$ cat src/hw/hbridge_pkg.sv
// Constants and types shared by the H-bridge serial register bank
package hbridge_pkg;

    // Command word layout
    localparam int CMD_WRITE_BIT = 15;
    localparam int CMD_SEL_HI = 14;
    localparam int CMD_SEL_LO = 13;
    localparam int FRAME_BITS = 16;

    // Register select codes
    localparam logic [1:0] SEL_IDENTITY = 2'h0;
    localparam logic [1:0] SEL_FAULT_FLAGS = 2'h1;
    localparam logic [1:0] SEL_FAULT_MASK = 2'h2;
    localparam logic [1:0] SEL_DRIVE_CONFIG = 2'h3;

    // Fault flag positions
    localparam int FLG_FRAMING = 11;
    localparam int FLG_PUMP_LOW = 10;
    localparam int FLG_SUPPLY_LOW = 9;
    localparam int FLG_SUPPLY_HIGH = 8;
    localparam int FLG_THERMAL_WARN = 1;
    localparam int FLG_OVERTEMP = 0;
    localparam int NUM_FLAGS = 12;
    localparam int NUM_DETECTORS = 11;

    // Mask and configuration field positions
    localparam int MSK_OV_PROTECT_OFF = 12;
    localparam int CFG_OPEN_LOAD_CHECK = 12;
    localparam int CFG_THERMAL_DERATE = 11;
    localparam int CFG_ACTIVE_LIMIT = 10;
    localparam int CFG_LIMIT_HI = 9;
    localparam int CFG_LIMIT_LO = 8;
    localparam int CFG_SLEW_HI = 7;
    localparam int CFG_SLEW_LO = 5;
    localparam int CFG_OUTPUT_ENABLE = 4;
    localparam int CFG_HBRIDGE = 3;
    localparam int CFG_DRIVE_SOURCE = 2;
    localparam int CFG_VIRTUAL_2 = 1;
    localparam int CFG_VIRTUAL_1 = 0;
    localparam int REG_BITS = 13;

    // Reset values
    localparam logic [12:0] MASK_RESET = 13'h06F1;
    localparam logic [12:0] CONFIG_RESET = 13'h0D98;
    localparam logic [11:0] FLAGS_RESET = 12'h000;

    // Synchronised pin samples
    typedef struct packed {
        logic sclk;
        logic cs_n;
        logic mosi;
        logic dis;
        logic wake_enable_pin;
        logic in1;
        logic in2;
        logic [10:0] fault;
    } pin_sample_t;

    typedef enum logic [1:0] {
        LK_IDLE = 2'b00,
        LK_SHIFT = 2'b01,
        LK_END = 2'b11
    } link_state_t;

    // Controls handed to the power stage
    typedef struct packed {
        logic outputs_on;
        logic drive_1;
        logic drive_2;
        logic limit_active;
        logic [1:0] limit_code;
        logic limit_half;
        logic limit_blanked;
        logic [2:0] slew_code;
        logic open_load_check;
        logic open_load_test;
        logic ov_protect;
    } drive_ctl_t;

endpackage : hbridge_pkg

$ cat src/hw/hbridge_spi_fault_registers.sv
// Serial slave register bank with latched fault reporting for an H-bridge driver
//
// Operation
// - Faults latch on detection, stay until cleared
// - Clear only non-active faults on a clear event
// - Disable pin falling edge clears non-active faults
// - Enable pin rising edge clears non-active faults
// - Writing ones to fault flags clears them
// - Zero or non-16-multiple clock count flags framing
// - Write to identity register flags framing error
// - Command bit 15 selects write or read
// - Bits 14:13 select the target register
// - Identity reads zeros, identifier, revision bits
// - Fault flag bit positions fixed as mapped
// - Flags read zero, upper nibble echoes select
// - Masked latched fault drives fault pin low
// - Mask bit 12 downgrades overvoltage to warning
// - Mask resets to pump, supply low, shorts, overtemp
// - Drive configuration has documented reset value
// - Open-load check bit arms and triggers test; the trigger needs outputs off
// - Thermal derate selects blanking or half limit
// - Output enable gated by enable and disable pins
// - Drive source picks virtual bits or pins
// - Half-bridge disables limit, open-load, overvoltage action
// - Framing error discards the whole transfer
module hbridge_spi_fault_registers
    import hbridge_pkg::*;
#(
    parameter logic DEVICE_ID_BIT = 1'b0,     // Arbitrary value
    parameter logic [3:0] REVISION = 4'h0     // Arbitrary value
)
(
    // Clock and reset
    input wire logic MCLK_IN,
    input wire logic NRST_IN,
    // Serial port
    input wire logic SCLK_IN,
    input wire logic CS_N_IN,
    input wire logic MOSI_IN,
    output logic MISO_OUT,
    output logic MISO_OE_N_OUT,
    // Control pins
    input wire logic OUTPUT_DISABLE_PIN_IN,
    input wire logic WAKE_ENABLE_PIN_IN,
    input wire logic DRIVE_1_PIN_IN,
    input wire logic DRIVE_2_PIN_IN,
    // Fault detectors, bit order as the flag register bits 10..0
    input wire logic [10:0] FAULT_ACTIVE_IN,
    // Fault pin and power stage controls
    output logic FAULT_PIN_N_OUT,
    output drive_ctl_t DRIVE_CTL_OUT
);

    typedef struct packed {
        pin_sample_t s1;
        pin_sample_t s2;
        logic sclk_d;
        logic cs_n_d;
        logic dis_d;
        logic wake_enable_pin_d;
        link_state_t lk;
        logic [15:0] shift;
        logic [3:0] cnt;
        logic any;
        logic miso;
        logic miso_oe_n;
        logic [1:0] sel;
        logic [11:0] flags;
        logic [12:0] mask;
        logic [12:0] cfg;
        logic fault_n;
        drive_ctl_t ctl;
    } core_state_t;

    // Synchronisers start at the pins' idle levels so no false frame follows reset
    localparam pin_sample_t PINS_IDLE = '{
        sclk: 1'b0,
        cs_n: 1'b1,
        mosi: 1'b0,
        dis: 1'b0,
        wake_enable_pin: 1'b0,
        in1: 1'b0,
        in2: 1'b0,
        fault: 11'h000
    };

    localparam core_state_t CORE_RESET = '{
        s1: PINS_IDLE,
        s2: PINS_IDLE,
        sclk_d: 1'b0,
        cs_n_d: 1'b1,
        dis_d: 1'b0,
        wake_enable_pin_d: 1'b0,
        lk: LK_IDLE,
        shift: 16'h0000,
        cnt: 4'h0,
        any: 1'b0,
        miso: 1'b0,
        miso_oe_n: 1'b1,
        sel: SEL_FAULT_FLAGS,
        flags: FLAGS_RESET,
        mask: MASK_RESET,
        cfg: CONFIG_RESET,
        fault_n: 1'b1,
        ctl: '0
    };

    core_state_t s_reg;
    core_state_t s_next;
    pin_sample_t pins;
    logic [15:0] readback;
    logic [11:0] active;
    logic [11:0] clr_mask;
    logic [11:0] set_mask;
    logic frame_bad;
    logic frame_ok;
    logic is_write;
    logic [1:0] cmd_sel;
    logic clr_event;
    logic half;

    assign pins = '{
        sclk: SCLK_IN,
        cs_n: CS_N_IN,
        mosi: MOSI_IN,
        dis: OUTPUT_DISABLE_PIN_IN,
        wake_enable_pin: WAKE_ENABLE_PIN_IN,
        in1: DRIVE_1_PIN_IN,
        in2: DRIVE_2_PIN_IN,
        fault: FAULT_ACTIVE_IN
    };

    // Word returned for the register selected by the previous frame
    always_comb
    begin
        case (s_reg.sel)
            SEL_IDENTITY: readback = {11'h000, DEVICE_ID_BIT, REVISION};
            SEL_FAULT_FLAGS: readback = {1'b0, SEL_FAULT_FLAGS, 1'b0, s_reg.flags};
            SEL_FAULT_MASK: readback = {1'b0, SEL_FAULT_MASK, s_reg.mask};
            default: readback = {1'b0, SEL_DRIVE_CONFIG, s_reg.cfg};
        endcase
    end

    always_comb
    begin
        s_next = s_reg;
        s_next.s1 = pins;
        s_next.s2 = s_reg.s1;
        s_next.sclk_d = s_reg.s2.sclk;
        s_next.cs_n_d = s_reg.s2.cs_n;
        s_next.dis_d = s_reg.s2.dis;
        s_next.wake_enable_pin_d = s_reg.s2.wake_enable_pin;

        is_write = s_reg.shift[CMD_WRITE_BIT];
        cmd_sel = s_reg.shift[CMD_SEL_HI:CMD_SEL_LO];
        // Clock count must be nonzero and a whole number of words
        frame_bad = (s_reg.lk == LK_END) && (!s_reg.any || s_reg.cnt != 4'h0
            || (is_write && cmd_sel == SEL_IDENTITY));
        frame_ok = (s_reg.lk == LK_END) && !frame_bad;

        case (s_reg.lk)
            LK_IDLE:
            begin
                if (s_reg.cs_n_d && !s_reg.s2.cs_n)
                begin
                    s_next.shift = readback;
                    s_next.miso = readback[15];
                    s_next.miso_oe_n = 1'b0;
                    s_next.cnt = 4'h0;
                    s_next.any = 1'b0;
                    s_next.lk = LK_SHIFT;
                end
            end
            LK_SHIFT:
            begin
                if (s_reg.s2.cs_n)
                begin
                    s_next.miso_oe_n = 1'b1;
                    s_next.lk = LK_END;
                end
                else if (s_reg.sclk_d && !s_reg.s2.sclk)
                begin
                    // Sample on falling edge; excess bits shift through for daisy chains
                    s_next.shift = {s_reg.shift[14:0], s_reg.s2.mosi};
                    s_next.cnt = s_reg.cnt + 4'h1;
                    s_next.any = 1'b1;
                end
                else if (!s_reg.sclk_d && s_reg.s2.sclk)
                begin
                    s_next.miso = s_reg.shift[15];
                end
            end
            LK_END:
            begin
                s_next.lk = LK_IDLE;
                if (frame_ok)
                begin
                    s_next.sel = cmd_sel;
                    if (is_write && cmd_sel == SEL_FAULT_MASK)
                    begin
                        s_next.mask = s_reg.shift[REG_BITS-1:0];
                    end
                    if (is_write && cmd_sel == SEL_DRIVE_CONFIG)
                    begin
                        s_next.cfg = s_reg.shift[REG_BITS-1:0];
                    end
                end
            end
            default:
            begin
                s_next.lk = LK_IDLE;
                s_next.miso_oe_n = 1'b1;
            end
        endcase

        // Fault latching; a detector set always wins over a clear
        active = {1'b0, s_reg.s2.fault};
        clr_event = (s_reg.dis_d && !s_reg.s2.dis)
            || (!s_reg.wake_enable_pin_d && s_reg.s2.wake_enable_pin);
        clr_mask = 12'h000;
        if (clr_event)
        begin
            clr_mask = 12'hFFF;
        end
        else if (frame_ok && is_write && cmd_sel == SEL_FAULT_FLAGS)
        begin
            clr_mask = s_reg.shift[NUM_FLAGS-1:0];
        end
        set_mask = active;
        set_mask[FLG_FRAMING] = frame_bad;
        s_next.flags = (s_reg.flags & ~(clr_mask & ~active)) | set_mask;
        // Reads after a wake while the link is idle start with the flag register
        if (!s_reg.wake_enable_pin_d && s_reg.s2.wake_enable_pin && s_reg.lk == LK_IDLE)
        begin
            s_next.sel = SEL_FAULT_FLAGS;
        end

        s_next.fault_n = ~|(s_reg.flags & s_reg.mask[NUM_FLAGS-1:0]);

        half = !s_reg.cfg[CFG_HBRIDGE];
        s_next.ctl.outputs_on = s_reg.cfg[CFG_OUTPUT_ENABLE] && s_reg.s2.wake_enable_pin
            && !s_reg.s2.dis;
        s_next.ctl.drive_1 = s_reg.cfg[CFG_DRIVE_SOURCE] ? s_reg.cfg[CFG_VIRTUAL_1]
            : s_reg.s2.in1;
        s_next.ctl.drive_2 = s_reg.cfg[CFG_DRIVE_SOURCE] ? s_reg.cfg[CFG_VIRTUAL_2]
            : s_reg.s2.in2;
        s_next.ctl.limit_active = s_reg.cfg[CFG_ACTIVE_LIMIT] && !half;
        s_next.ctl.limit_code = s_reg.cfg[CFG_LIMIT_HI:CFG_LIMIT_LO];
        // Derate on enabled mode follows the live warning, not the latched flag
        s_next.ctl.limit_half = !s_reg.cfg[CFG_THERMAL_DERATE]
            || s_reg.s2.fault[FLG_THERMAL_WARN];
        s_next.ctl.limit_blanked = s_reg.cfg[CFG_THERMAL_DERATE];
        s_next.ctl.slew_code = s_reg.cfg[CFG_SLEW_HI:CFG_SLEW_LO];
        s_next.ctl.open_load_check = s_reg.cfg[CFG_OPEN_LOAD_CHECK] && !half;
        s_next.ctl.open_load_test = !s_reg.ctl.open_load_check
            && s_reg.cfg[CFG_OPEN_LOAD_CHECK] && !half
            && !s_reg.ctl.outputs_on;
        s_next.ctl.ov_protect = s_reg.s2.fault[FLG_SUPPLY_HIGH] && !half
            && !s_reg.mask[MSK_OV_PROTECT_OFF];
    end

    always_ff @(posedge MCLK_IN or negedge NRST_IN)
    begin
        if (!NRST_IN)
        begin
            s_reg <= CORE_RESET;
        end
        else
        begin
            s_reg <= s_next;
        end
    end

    assign MISO_OUT = s_reg.miso;
    assign MISO_OE_N_OUT = s_reg.miso_oe_n;
    assign FAULT_PIN_N_OUT = s_reg.fault_n;
    assign DRIVE_CTL_OUT = s_reg.ctl;
endmodule : hbridge_spi_fault_registers

$ cat config.mk
export PLATFORM = sky130hd
export DESIGN_NAME = hbridge_spi_fault_registers
export DESIGN_NICKNAME = d
export VERILOG_FILES = /design/src/hw/hbridge_pkg.sv /design/src/hw/hbridge_spi_fault_registers.sv
export SDC_FILE = /design/constraint.sdc
export NUM_CORES = 1
export LEC_CHECK = 0
export BUFFER_PORTS_ARGS = -buffer_cell sky130_fd_sc_hd__buf_2
export CAP_MARGIN = 20
export CORE_MARGIN = 2
export CORE_UTILIZATION = 59
export CTS_CLUSTER_DIAMETER = 100
export CTS_CLUSTER_SIZE = 8
export DETAILED_ROUTE_END_ITERATION = 12
export PLACE_DENSITY = 0.78
export SYNTH_ARGS = -nofsm -noshare
export SYNTH_HDL_FRONTEND = slang
export SYNTH_SLANG_ARGS = --single-unit
$ cat constraint.sdc
create_clock -name MCLK_IN -period 3.5 [get_ports MCLK_IN]
set_clock_uncertainty 0.1 [all_clocks]
set_input_delay 0.35 -clock MCLK_IN [delete_from_list [all_inputs] [get_ports MCLK_IN]]
set_output_delay 0.35 -clock MCLK_IN [all_outputs]
set_load 0.005 [all_outputs]
==> run summary, run 1 <==
The clock-pin slew of the registers on the worst-case setup and hold paths is 0.06 ns. The number of placement rows is 33. The post-cts repair resize count came out at 0. Buffers inserted during clock tree synthesis total 17. The dominant synthesized flop cell is dfrtp_1. For the pin with the worst max-slew slack, the measured transition is about 0.94 ns. The completed layout was analyzed and its total power is roughly 4.4 mW. After detailed routing, the total wire length is roughly 10,000 um.

The total of fill cells in the finished design came out at 527. The total count of hold-check failures in the final report came to 0. The number of setup buffers added after CTS is 0. By area, the combinational part of the netlist is dominated by multiplexers.

The final-layout setup total negative slack is 0 ns. The H-tree depth came out at 4. The total nets after synthesis is approximately 370. The number of flops mapped to enable cells by yosys is 0. The minimum clock period after layout is 2.43 ns. The largest net degree at the start of global routing came out at just over 70.

The number of antenna diodes in the final layout is 0. After synthesis the netlist holds a flip-flop and latch count of 120. The kind of cell adding the most delay to the critical path is compound AO/OA/AOI/OAI gates. The count of TritonRoute iterations in the first routing pass is 5. For this design the ratio of total power to cell area is 750 nW/um2. The half-perimeter wire length of the detailed placement result is 6410 um.

The synthesized netlist contains 52 unique library cells. The post-synthesis to final-layout area growth came out at 19.1%. The count of unresolved DRC violations after routing came out at 0. For this design, the slowest cell found on the critical path is o211ai_2. The number of buffers added to fix hold violations after cts came out at 19. The arrival time at the worst endpoint is 2.78 ns. The starting density of the core is 0.607. The static leakage came out at ~2.6 nW.

The number of max-cap violations is 0. The synthesized area per cell is 14.1 um2. The run finished with clean final reports. Setup repair after global routing left no endpoint under its margin.

The worst reg-to-reg setup slack came out at between 1 and 1.5 ns. The post-synthesis mux area share is 0.120. Data on the critical path is required at its endpoint by 3.85 ns. The violation count after the first detailed-routing iteration is 355. The adder-cell share of the synthesized area came out at 0.00504. Measured against its own limit, the worst slew margin works out to 0.375. The final global-route overflow total is 0. The number of vias after detailed routing came out at approximately 3,200.

For this run, asynchronously set or reset flops after synthesis account for 1.00. Yosys printed 0 warnings. The number of buffers added on ports came out at 36. Leaving out fill and tap cells, the most frequent cell in the layout is dfrtp_1.

By startpoint and endpoint, the worst setup path is classified as reg2reg. TritonCTS built the clock tree. The clock latency reported for the late side of the worst-skew pair is 0.51 ns.

The count of pins on the block boundary is 37. For this design, the sink count on the clock tree is between 100 and 150. In the final layout, the share of cells above drive strength 1 is 0.414. The startpoint kind of the worst setup timing path is a flop. After detailed routing, the number of vias per cell comes to roughly 6.3. The number of max-slew violations in the final report is 0. The min-delay analysis places its worst path in the category reg2reg. After detailed routing, the average wire length per cell comes to around 20 um. The horizontal die dimension is about 96 um. The final antenna-violating net count is 0. The post-synthesis cell area is slightly below 5000 um2.

The congestion estimate from routability-driven global placement came to 0.860. The number of setup violations in the final report is 0. The maximum clock insertion buffer count came out at 2. Of the total synthesized cell area, the portion taken by AND, OR, NAND and NOR gates is 0.0940. The overall routing resource usage came out at 0.250. The via count of the first global-routing pass is about 3,200. The worst setup path is captured at a flop. The vertical extent of the die is approximately 96 um. The worst voltage drop across the vdd grid is between 300 and 400 uV. The largest fanout on the critical path is 24. The area of the placeable core is between 8000 and 9000 um2.

The complex-gate fraction of the synthesized area came to 0.119. The fraction of the cycle the final worst path needs is 0.694. The highest achievable clock rate came out at slightly above 400 MHz.

The combined buffer and inverter count along the critical path came out at 1. The share of the Yosys chip area taken by registers is 0.610. The delay of the slowest critical-path stage is around 0.8 ns. The global-route wire length before repair is 16,800 um. Walking the worst path, the cells encountered are inv_1 > o211ai_2 > mux2_2. In the layout the commonest cells are dfrtp_1, mux2_2, buf_2, dfstp_2, dlygate4sd3_1. The initial antenna violation count is 0. At the end of the flow, the number of nets in the layout was about 420. The floorplan step defined a die boundary enclosing between 9000 and 10,000 um2. The post-synthesis cell count is roughly 350. The xor-xnor portion of the synthesized cell area came out at 0.00176. Clock tree synthesis selected as its root buffer the cell clkbuf_8. The number of flip-flops in the largest register came out at between 60 and 70.
## synth_stat cells (2+ instances only)
cell type / instances / area share
dfrtp_1: 101 / 0.51
mux2_2: 38 / 0.086
dfstp_2: 19 / 0.10
buf_4: 17 / 0.026
a221oi_1: 15 / 0.026
o2bb2ai_1: 13 / 0.023
nand4_1: 12 / 0.015
o2111ai_1: 12 / 0.021
or3b_2: 12 / 0.021
a31o_2: 11 / 0.019
clkbuf_1: 10 / 0.0076
mux2_4: 10 / 0.030
buf_2: 8 / 0.0081
inv_1: 7 / 0.0053
nor2_1: 7 / 0.0053
nor2b_1: 7 / 0.0088
a22o_1: 6 / 0.011
nand2b_1: 4 / 0.0050
nand2_1: 3 / 0.0023
and2_1: 2 / 0.0025
and3_1: 2 / 0.0025
and3b_1: 2 / 0.0035
ha_1: 2 / 0.0050
mux2i_1: 2 / 0.0040
nor3b_1: 2 / 0.0030
## worst reg2reg max path: cells and delay by family, from the launching register on
kind	cells	cell delay [ns]
compound gates	1	0.81
flops	1	0.76
buf+inv	1	0.41
mux	1	0.29
## report_power, final
part / switching, mW / leakage [nW] / internal, mW / total [mW]
sequential: 0.313 / 1.44 / 1.57 / 1.88
combinational: 0.394 / 0.908 / 0.370 / 0.764
clock: 0.626 / 0.289 / 1.16 / 1.79
total: 1.33 / 2.64 / 3.11 / 4.44
## logic make-up after synthesis
family | Yosys count
AOI/OAI and AO/OA | 68
xor gates and xnor gates | 1
adders and majority gates | 2
buffers and inverters | 44
DFF | 120
muxes | 50
and+or+nand+nor | 66
## final timing paths
| check | startpoint | end | cells after the start |
|---|---|---|---|
| worst min-delay path | s_next[90] | active[6] | 0 |
| min in group asynchronous | NRST_IN | s_reg[58] | 2 |
| max in group asynchronous | NRST_IN | s_reg[34] | 3 |
| worst max register to register | s_reg[78] | s_reg[58] | 3 |
| worst min register to register | s_next[90] | active[6] | 0 |
| worst max-delay path | s_reg[78] | s_reg[58] | 3 |
## metrics by stage
stage | hold WS (ns) | cells | setup WS [ns] | utilization | instance area [um2]
after floorplan | -0.0456 | 351 | 1.74 | - | 4960
after CTS | 0.242 | 511 | 1.15 | 0.723 | 5910
final | 0.242 | 511 | 1.07 | 0.723 | 5910
after global routing | 0.255 | 511 | 0.916 | 0.723 | 5910
after detailed placement | 0.235 | 460 | 1.15 | 0.625 | 5110
after global placement | 0.231 | 460 | 1.30 | 0.625 | 5110
## layout make-up
type,instances,area [um2],area share
tap,105,131,0.0222
multi-input combinational,187,1690,0.286
sequential,120,3030,0.512
inverter,7,26.3,0.00444
timing repair buffer,60,423,0.0715
clock inverter,13,195,0.0330
clock buffer,19,422,0.0713
## per-layer routing
metal	wire [um]	part of all wire	track usage
met1	4500	0.43	0.355
met2	5110	0.49	0.368
met4	192	0.018	0.115
met5	0	0	0
met3	657	0.063	0.0595
Power figures use the tool's default switching activity.
==> inputs of run 2 (changes only) <==
clock period = 2.54 ns   (was 3.5 ns; I/O delays follow)
==> run 2 against run 1 <==
Compared with the run above: sequential power is 35% higher; global-route usage up 0.43 points; power is 37% higher; core utilization rose by 0.49 points; die area did not move.
==> run summary, run 2 (synthesized netlist as in run 1, its figures left out) <==
The run finished with clean final reports. The number of max-slew violations in the final report is 0. Of the available clock period, the critical path in the final layout requires 0.844. The multi-input combinational cell area came out at around 1700 um2. The number of placement rows is 33. The starting density of the core came out at 0.607. The post-place setup slack is roughly 0.43 ns. The count of TritonRoute iterations in the first routing pass is 4. The static leakage came out at about 2.7 nW.

The post-cts repair resize count came out at 0. For this design, the CTS-stage hold fixing added 19 buffers. The violation count after the first detailed-routing iteration is 217. Compared with the post-synthesis result, the final layout area differs by 19.9%. The total wire length after detailed routing came out at roughly 10,000 um. The clock-pin slew of the registers on the worst-case setup and hold paths is about 0.060 ns. The setup path with the least slack is of type reg2reg.

The register with the most flip-flops in the layout has 61 of them. The startpoint kind of the worst setup timing path is a flop. For the finished layout, the period the worst path requires is between 2 and 2.5 ns.

The largest net degree at the start of global routing is approximately 120. The area enclosed by the die boundary is between 9000 and 10,000 um2. The horizontal die dimension is around 96 um.

The worst voltage drop across the vdd grid is 626 uV. Data arrives at the worst endpoint at about 2.4 ns. The clock tree synthesis step divided the H-tree into 4 levels. The worst hold path belongs to the class reg2reg. The worst path setup slack after routing is 0.396 ns. The count of pins on the block boundary is 37. The final weighted congestion in routability-driven placement came out at 0.883. The antenna diode count is 0. The total count of hold-check failures in the final report was 0. The worst setup path is captured at a flop. The largest fanout on the critical path is 14. The number of buffers added on ports is 36.

The half-perimeter wire length of the detailed placement result is between 6000 and 7000 um. The worst reg-to-reg setup slack came out at slightly below 0.4 ns. Along the worst hold path, the cell count comes to 0. The number of buffers created by CTS came out at 17. The worst register-to-register path begins at s_reg[58]. The total power consumption of the routed design came out at about 6 mW. Setup repair after global routing left no endpoint under its margin. The share of post-route cells with drive strength above 1 came out at 0.423. Measured on the finished design, the core utilization comes to 0.728.

The final antenna-violating net count is 0. The highest achievable clock rate is between 400 and 500 MHz. The final routed wire length divided by cell count came out at around 20 um. The reg-to-reg critical path endpoint is s_reg[27]. The total of fill cells in the finished design is approximately 560.

Buffers added to address setup during post-CTS repair amount to 0. CTS saw 120 sinks. The initial antenna violation count came to 0. The footprint of the flip-flops and latches came out at just over 3000 um2. The start point of the worst min-delay path is s_next[89]. The worst slew margin relative to its limit came out at 0.561.

The final-layout setup total negative slack came out at 0 ns. The power per cell area came out at just over 1000 nW/um2. The count of unresolved DRC violations after routing is 0.

The maximum clock insertion buffer count is 2. The layout net count came out at roughly 420. The pin slew with the least headroom to its limit is around 0.66 ns. The final global-route overflow total is 0. In the routed layout, each cell is associated on average with a via count of approximately 6. The via count of the first global-routing pass came to 3,248. The number of setup violations in the final report came out at 0. The end point of the worst hold path is active[5]. The number of cells on the worst reg-to-reg path came out at 5.

For the worst setup path, the data required time is about 2.8 ns. The clock latency reported for the late side of the worst-skew pair is 0.52 ns. The number of max-cap violations came out at 0. TritonCTS built the clock tree. The number of vias after detailed routing came out at roughly 3,100.

The master cell of the clock root buffer is clkbuf_8. The vertical extent of the die came out at 95.7 um. The global-route wire length before repair is around 17,000 um.

The overall routing resource usage is 0.254. The area of the placeable core came out at between 8000 and 9000 um2. Leaving out fill and tap cells, the most frequent cell in the layout is dfrtp_1.

In the layout the commonest cells are dfrtp_1, mux2_2, buf_2, dfstp_2, dlygate4sd3_1.
-- run 2: cell types whose count changed in the layout (fill, tap and decap cells not counted) --
cell | before | now
clkinv_4 | 4 | 2
clkbuf_1 | 2 | 3
inv_6 | 2 | 1
buf_4 | 5 | 13
clkinv_2 | 0 | 1
clkbuf_8 | 1 | 3
bufinv_16 | 4 | 3
-- run 2: final cells by class --
cell class                      instances  area share
Sequential cell                       120       0.508
Timing Repair Buffer                   68      0.0811
Tap cell                              105      0.0221
Multi-Input combinational cell        187       0.284
Clock buffer                           22      0.0761
Clock inverter                         10      0.0242
Inverter                                7     0.00441
-- run 2: critical path, stage by stage (launching register included) --
cell	delay, ns
dfrtp_1	0.40
inv_1	0.10
ha_1	0.16
and4bb_2	0.47
nand4_4	0.37
mux2_4	0.41
-- run 2: layer usage --
layer	up-vias	track usage	wire, um
met5	-	0	0
met4	0	0.111	247
met3	21	0.0720	579
met2	104	0.390	4910
met1	1614	0.342	4430
li1	1408	-	-
-- run 2: worst max path at each step --
stage           endpoint       from
2_1_floorplan  s_reg[30]  s_reg[58]
3_3_place_gp   s_next[9]  s_reg[58]
3_5_place_dp   s_next[9]  s_reg[58]
4_1_cts        s_reg[27]  s_reg[58]
5_1_grt        s_reg[27]  s_reg[58]
6_report       s_reg[27]  s_reg[58]
-- run 2: power breakdown --
part	internal, mW	leakage (nW)	switching [mW]	total (mW)
combinational	0.562	0.946	0.580	1.14
clock	1.55	0.282	0.829	2.38
sequential	2.17	1.44	0.372	2.54
total	4.28	2.67	1.78	6.06
-- run 2: metrics by stage --
stage	hold slack, ns	instance area (um2)	std cells
2_1_floorplan	-0.142	4960	351
3_3_place_gp	0.232	5170	468
3_5_place_dp	0.235	5170	468
4_1_cts	0.245	5950	519
5_1_grt	0.250	5950	519
6_report	0.242	5950	519
==> inputs of run 3 (changes only) <==
ABC_AREA = 1   (was default)
PLACE_DENSITY = 0.79   (was 0.78)
clock period = 2.1 ns   (was 2.54 ns; I/O delays follow)
==> run 3 against run 2 <==
Compared with the run above: combinational power up 22%; largest power group is now the clock network; sequential cell count unchanged; worst setup slack worse by 0.20 ns; highest routed layer unchanged.
==> run summary, run 3 <==
The global-route wire length before repair is roughly 17,000 um. The complex-gate fraction of the synthesized area is 0.0644. The top cell types in the final layout, fill and taps aside, are nand2_1, dfrtp_1, inv_1, buf_2, o21ai_0. The power per cell area is around 1200 nW/um2. Of the total synthesized cell area, the portion taken by AND, OR, NAND and NOR gates is 0.200. The Yosys warning count came out at 0.

The count of pins on the block boundary came out at 37. The share of the yosys chip area belonging to registers came out at 0.636. In the synthesized netlist, the cells that appear most often are nand2_1, dfrtp_1, inv_1, o21ai_0, nand3_1.

Counting flops with a built-in enable in the synthesized netlist gives 0. The number of cells on the worst reg-to-reg path came out at 8. The startpoint identified for the worst register-to-register timing path is s_reg[59]. The most repeated cell in the gate-level netlist after synthesis is nand2_1. In this run the worst hold path is classified as in2async. The TritonCTS clock tree is built.

The final routed wire length divided by cell count is about 16 um. The count of unresolved DRC violations after routing came out at 0. Wires add up to 10,300 um.

The number of setup buffers added after CTS came out at 0. Among all flip-flop cells after synthesis, the most frequent one is dfrtp_1. The register share of total power is 0.396.

The master cell of the clock root buffer is clkbuf_8. Entering global routing, the biggest net connects 40 pins. The run finished with clean final reports. The share of synthesized area in the top cell type comes to 0.531. The xor-xnor portion of the synthesized cell area came out at 0.00368. The post-synthesis to final-layout area growth came out at 21.4%.

Setup repair after global routing left no endpoint under its margin. dfrtp_1 takes more of the synthesized area than any other cell. Synthesis produced a netlist with a net count of around 510. In this run, the number of DRC markers left after iteration 0 of detailed routing was around 300.

The combinational family with the most area after synthesis is simple AND/OR/NAND/NOR gates. Counting the buffers created by CTS gives 17. Each instance of the synthesized netlist takes up on average slightly below 10 um2. The clock network fraction of design power came out at 0.409. The number of flip-flops and latches in the synthesized netlist is between 100 and 150.

The final weighted congestion in routability-driven placement came out at approximately 0.85. The post-synthesis cell area came out at ~4800 um2. The library cell used most frequently in the layout, excluding fill and tap cells, is nand2_1. The post-synthesis mux area share came out at 0.00473. The post-route standard cell area excluding fillers is between 5000 and 6000 um2. Across the run, the number of max-cap violations was 0.

The number of vias per cell came out at around 5.4. The post-cts repair resize count is 0. For this design the static power due to leakage is roughly 2.8 nW. The total power consumption of the routed design came out at 7.15 mW. The power dissipated by switching net loads is between 2 and 2.5 mW. The floorplan step set the die height to between 90 and 100 um.

The register with the most flip-flops in the layout has slightly above 60 of them. The largest fanout on the critical path came out at 26. For the worst setup path, the data required time is approximately 2.4 ns. The area enclosed by the die boundary came out at 8800 um2. The path type of the worst setup path is reg2reg. The number of placement rows is 32. The endpoint identified for the worst register-to-register timing path is s_reg[17]. The horizontal die dimension is ~94 um.

For this block, the via count after detailed routing is around 3,500. Yosys attributes the largest share of cell area to dfrtp_1, nand2_1, dfstp_2. In the global route stage, overall resource usage came out at 0.261. The worst slew margin relative to its limit came out at 0.721. The placed instances occupy a cell area of ~5000 um2. The half-perimeter wire length of the detailed placement result came out at between 6000 and 7000 um. The clock latency reported for the late side of the worst-skew pair is 0.52 ns. Of the total synthesized cell area, the portion taken by full adders, half adders and majority gates is 0.00526.

The final-layout setup total negative slack is 0 ns. The number of setup violations in the final report is 0. The first detailed-routing pass took 5 iterations. The number of max-slew violations in the final report came to 0. The CTS sink count is 120. The nature of the critical path endpoint is a flop. The via count of the first global-routing pass came to approximately 3,700.

The worst path setup slack after routing came out at between 0.15 and 0.2 ns. The pin slew with the least headroom to its limit is 0.418 ns. After layout, the minimum clock period comes to around 1.9 ns.

Internal power comes to ~4.9 mW. The count of nets left with antenna violations once routing finished came out at 0. The share of synthesized flip-flops with an asynchronous set or reset is 1.00. The combinational fraction of design power is 0.195. Clock-pin slew was measured on the worst setup and hold paths at ~0.060 ns.

The final global-route overflow total came out at 0. The layout net count came out at about 570. The initial antenna violation count is 0.

After technology mapping, the gate count stands at between 400 and 500. After floorplanning, the core was sized to cover about 7800 um2. The fraction of the cycle the final worst path needs came out at 0.908. The arrival time at the worst endpoint came out at ~2.2 ns. The share of post-route cells with drive strength above 1 is 0.208. The worst reg-to-reg setup slack came out at slightly below 0.2 ns.

The net switching share of the total power is 0.314. For this run, the top clock speed supported by timing is ~520 MHz. STA classifies the critical path startpoint as a flop.

The antenna diode count came out at 0. The worst-case IR drop observed on VDD is 733 uV. The number of different library cells in the post-synthesis netlist came out at 30.

During placement, the flow inserted port buffers numbering 36. The maximum clock insertion buffer count is 2. OpenSTA, run right after detailed placement, puts the worst setup slack at approximately 0.27 ns. The starting density of the core came out at 0.613.

The H-tree depth is 4. The worst hold margin is roughly 0.052 ns. The total count of hold-check failures in the final report is 0.
[run 3: changes by cell type after synthesis, sizes merged, moves of 11 or more]
| cell | before | now |
|---|---|---|
| o21ai | 0 | 47 |
| mux2 | 48 | 2 |
| a31o | 11 | 0 |
| inv | 7 | 55 |
| nand2 | 3 | 143 |
| or3b | 12 | 0 |
| nor2 | 8 | 25 |
| o2bb2ai | 13 | 0 |
| a221oi | 15 | 0 |
| o2111ai | 12 | 0 |
| nand3 | 1 | 33 |
[run 3: per-stage QoR]
step / util / cells
floorplan: - / 489
global placement: 0.641 / 609
detailed placement: 0.641 / 609
CTS: 0.744 / 660
global route: 0.744 / 660
finish: 0.744 / 660
[run 3: final cells by class]
cell class              count  area, um2
clock inverters            15        191
multi-input cells         284       1320
inverters                  55        206
fillers                   523       1990
well taps                 102        128
flip-flops and latches    120       3030
repair buffers             67        488
clock buffers              17        414
[run 3: logic make-up (layout without fill, tap and decap cells)]
logic type                 count (synthesis)  in the layout
adders and majority gates                  2              2
xor gates and xnor gates                   2              2
and+or+nand+nor                          222            222
DFF                                      120            120
muxes                                      2              2
AOI/OAI and AO/OA                         56             56
buffers and inverters                     85            154
[run 3: routing by layer]
layer	track usage	part of all wire	up-vias
li1	-	-	1657
met1	0.310	0.40	1701
met2	0.428	0.50	170
met3	0.0795	0.076	19
met4	0.141	0.023	0
met5	0	0	-
[run 3: repair_timing]
item	in CTS	in global routing
endpoints found under the setup margin	0	0
hold buffers	19	0
hold endpoints to repair	123	0
[run 3: worst max path at each step]
stage              start        end  slack [ns]  cells after the start
4_1_cts        s_reg[58]  s_reg[17]        0.20                      8
2_1_floorplan  s_reg[58]  s_reg[36]        0.54                      9
3_5_place_dp   s_reg[58]  s_next[4]        0.27                      7
6_report       s_reg[59]  s_reg[17]        0.19                      8
5_1_grt        s_reg[58]  s_next[3]        0.04                      7
3_3_place_gp   s_reg[58]  s_next[8]        0.38                      7
[run 3: critical path, stage by stage, from the launching register on]
cell and delay (ns):
dfrtp_1 0.41, inv_1 0.10, ha_1 0.14, nand2_1 0.05, nor2_2 0.13, and2_2 0.19
nand3_2 0.33, nand2_1 0.19, o21ai_0 0.11
[run 3: power by group through the flow]
stage / registers, mW / clock network [mW] / logic, mW
after CTS: 2.82 / 2.98 / 1.36
after floorplan: 2.80 / 0 / 0.935
final: 2.83 / 2.93 / 1.39
after detailed placement: 2.85 / 0 / 1.29
after global placement: 2.83 / 0 / 1.26
after global routing: 2.86 / 3.06 / 1.56
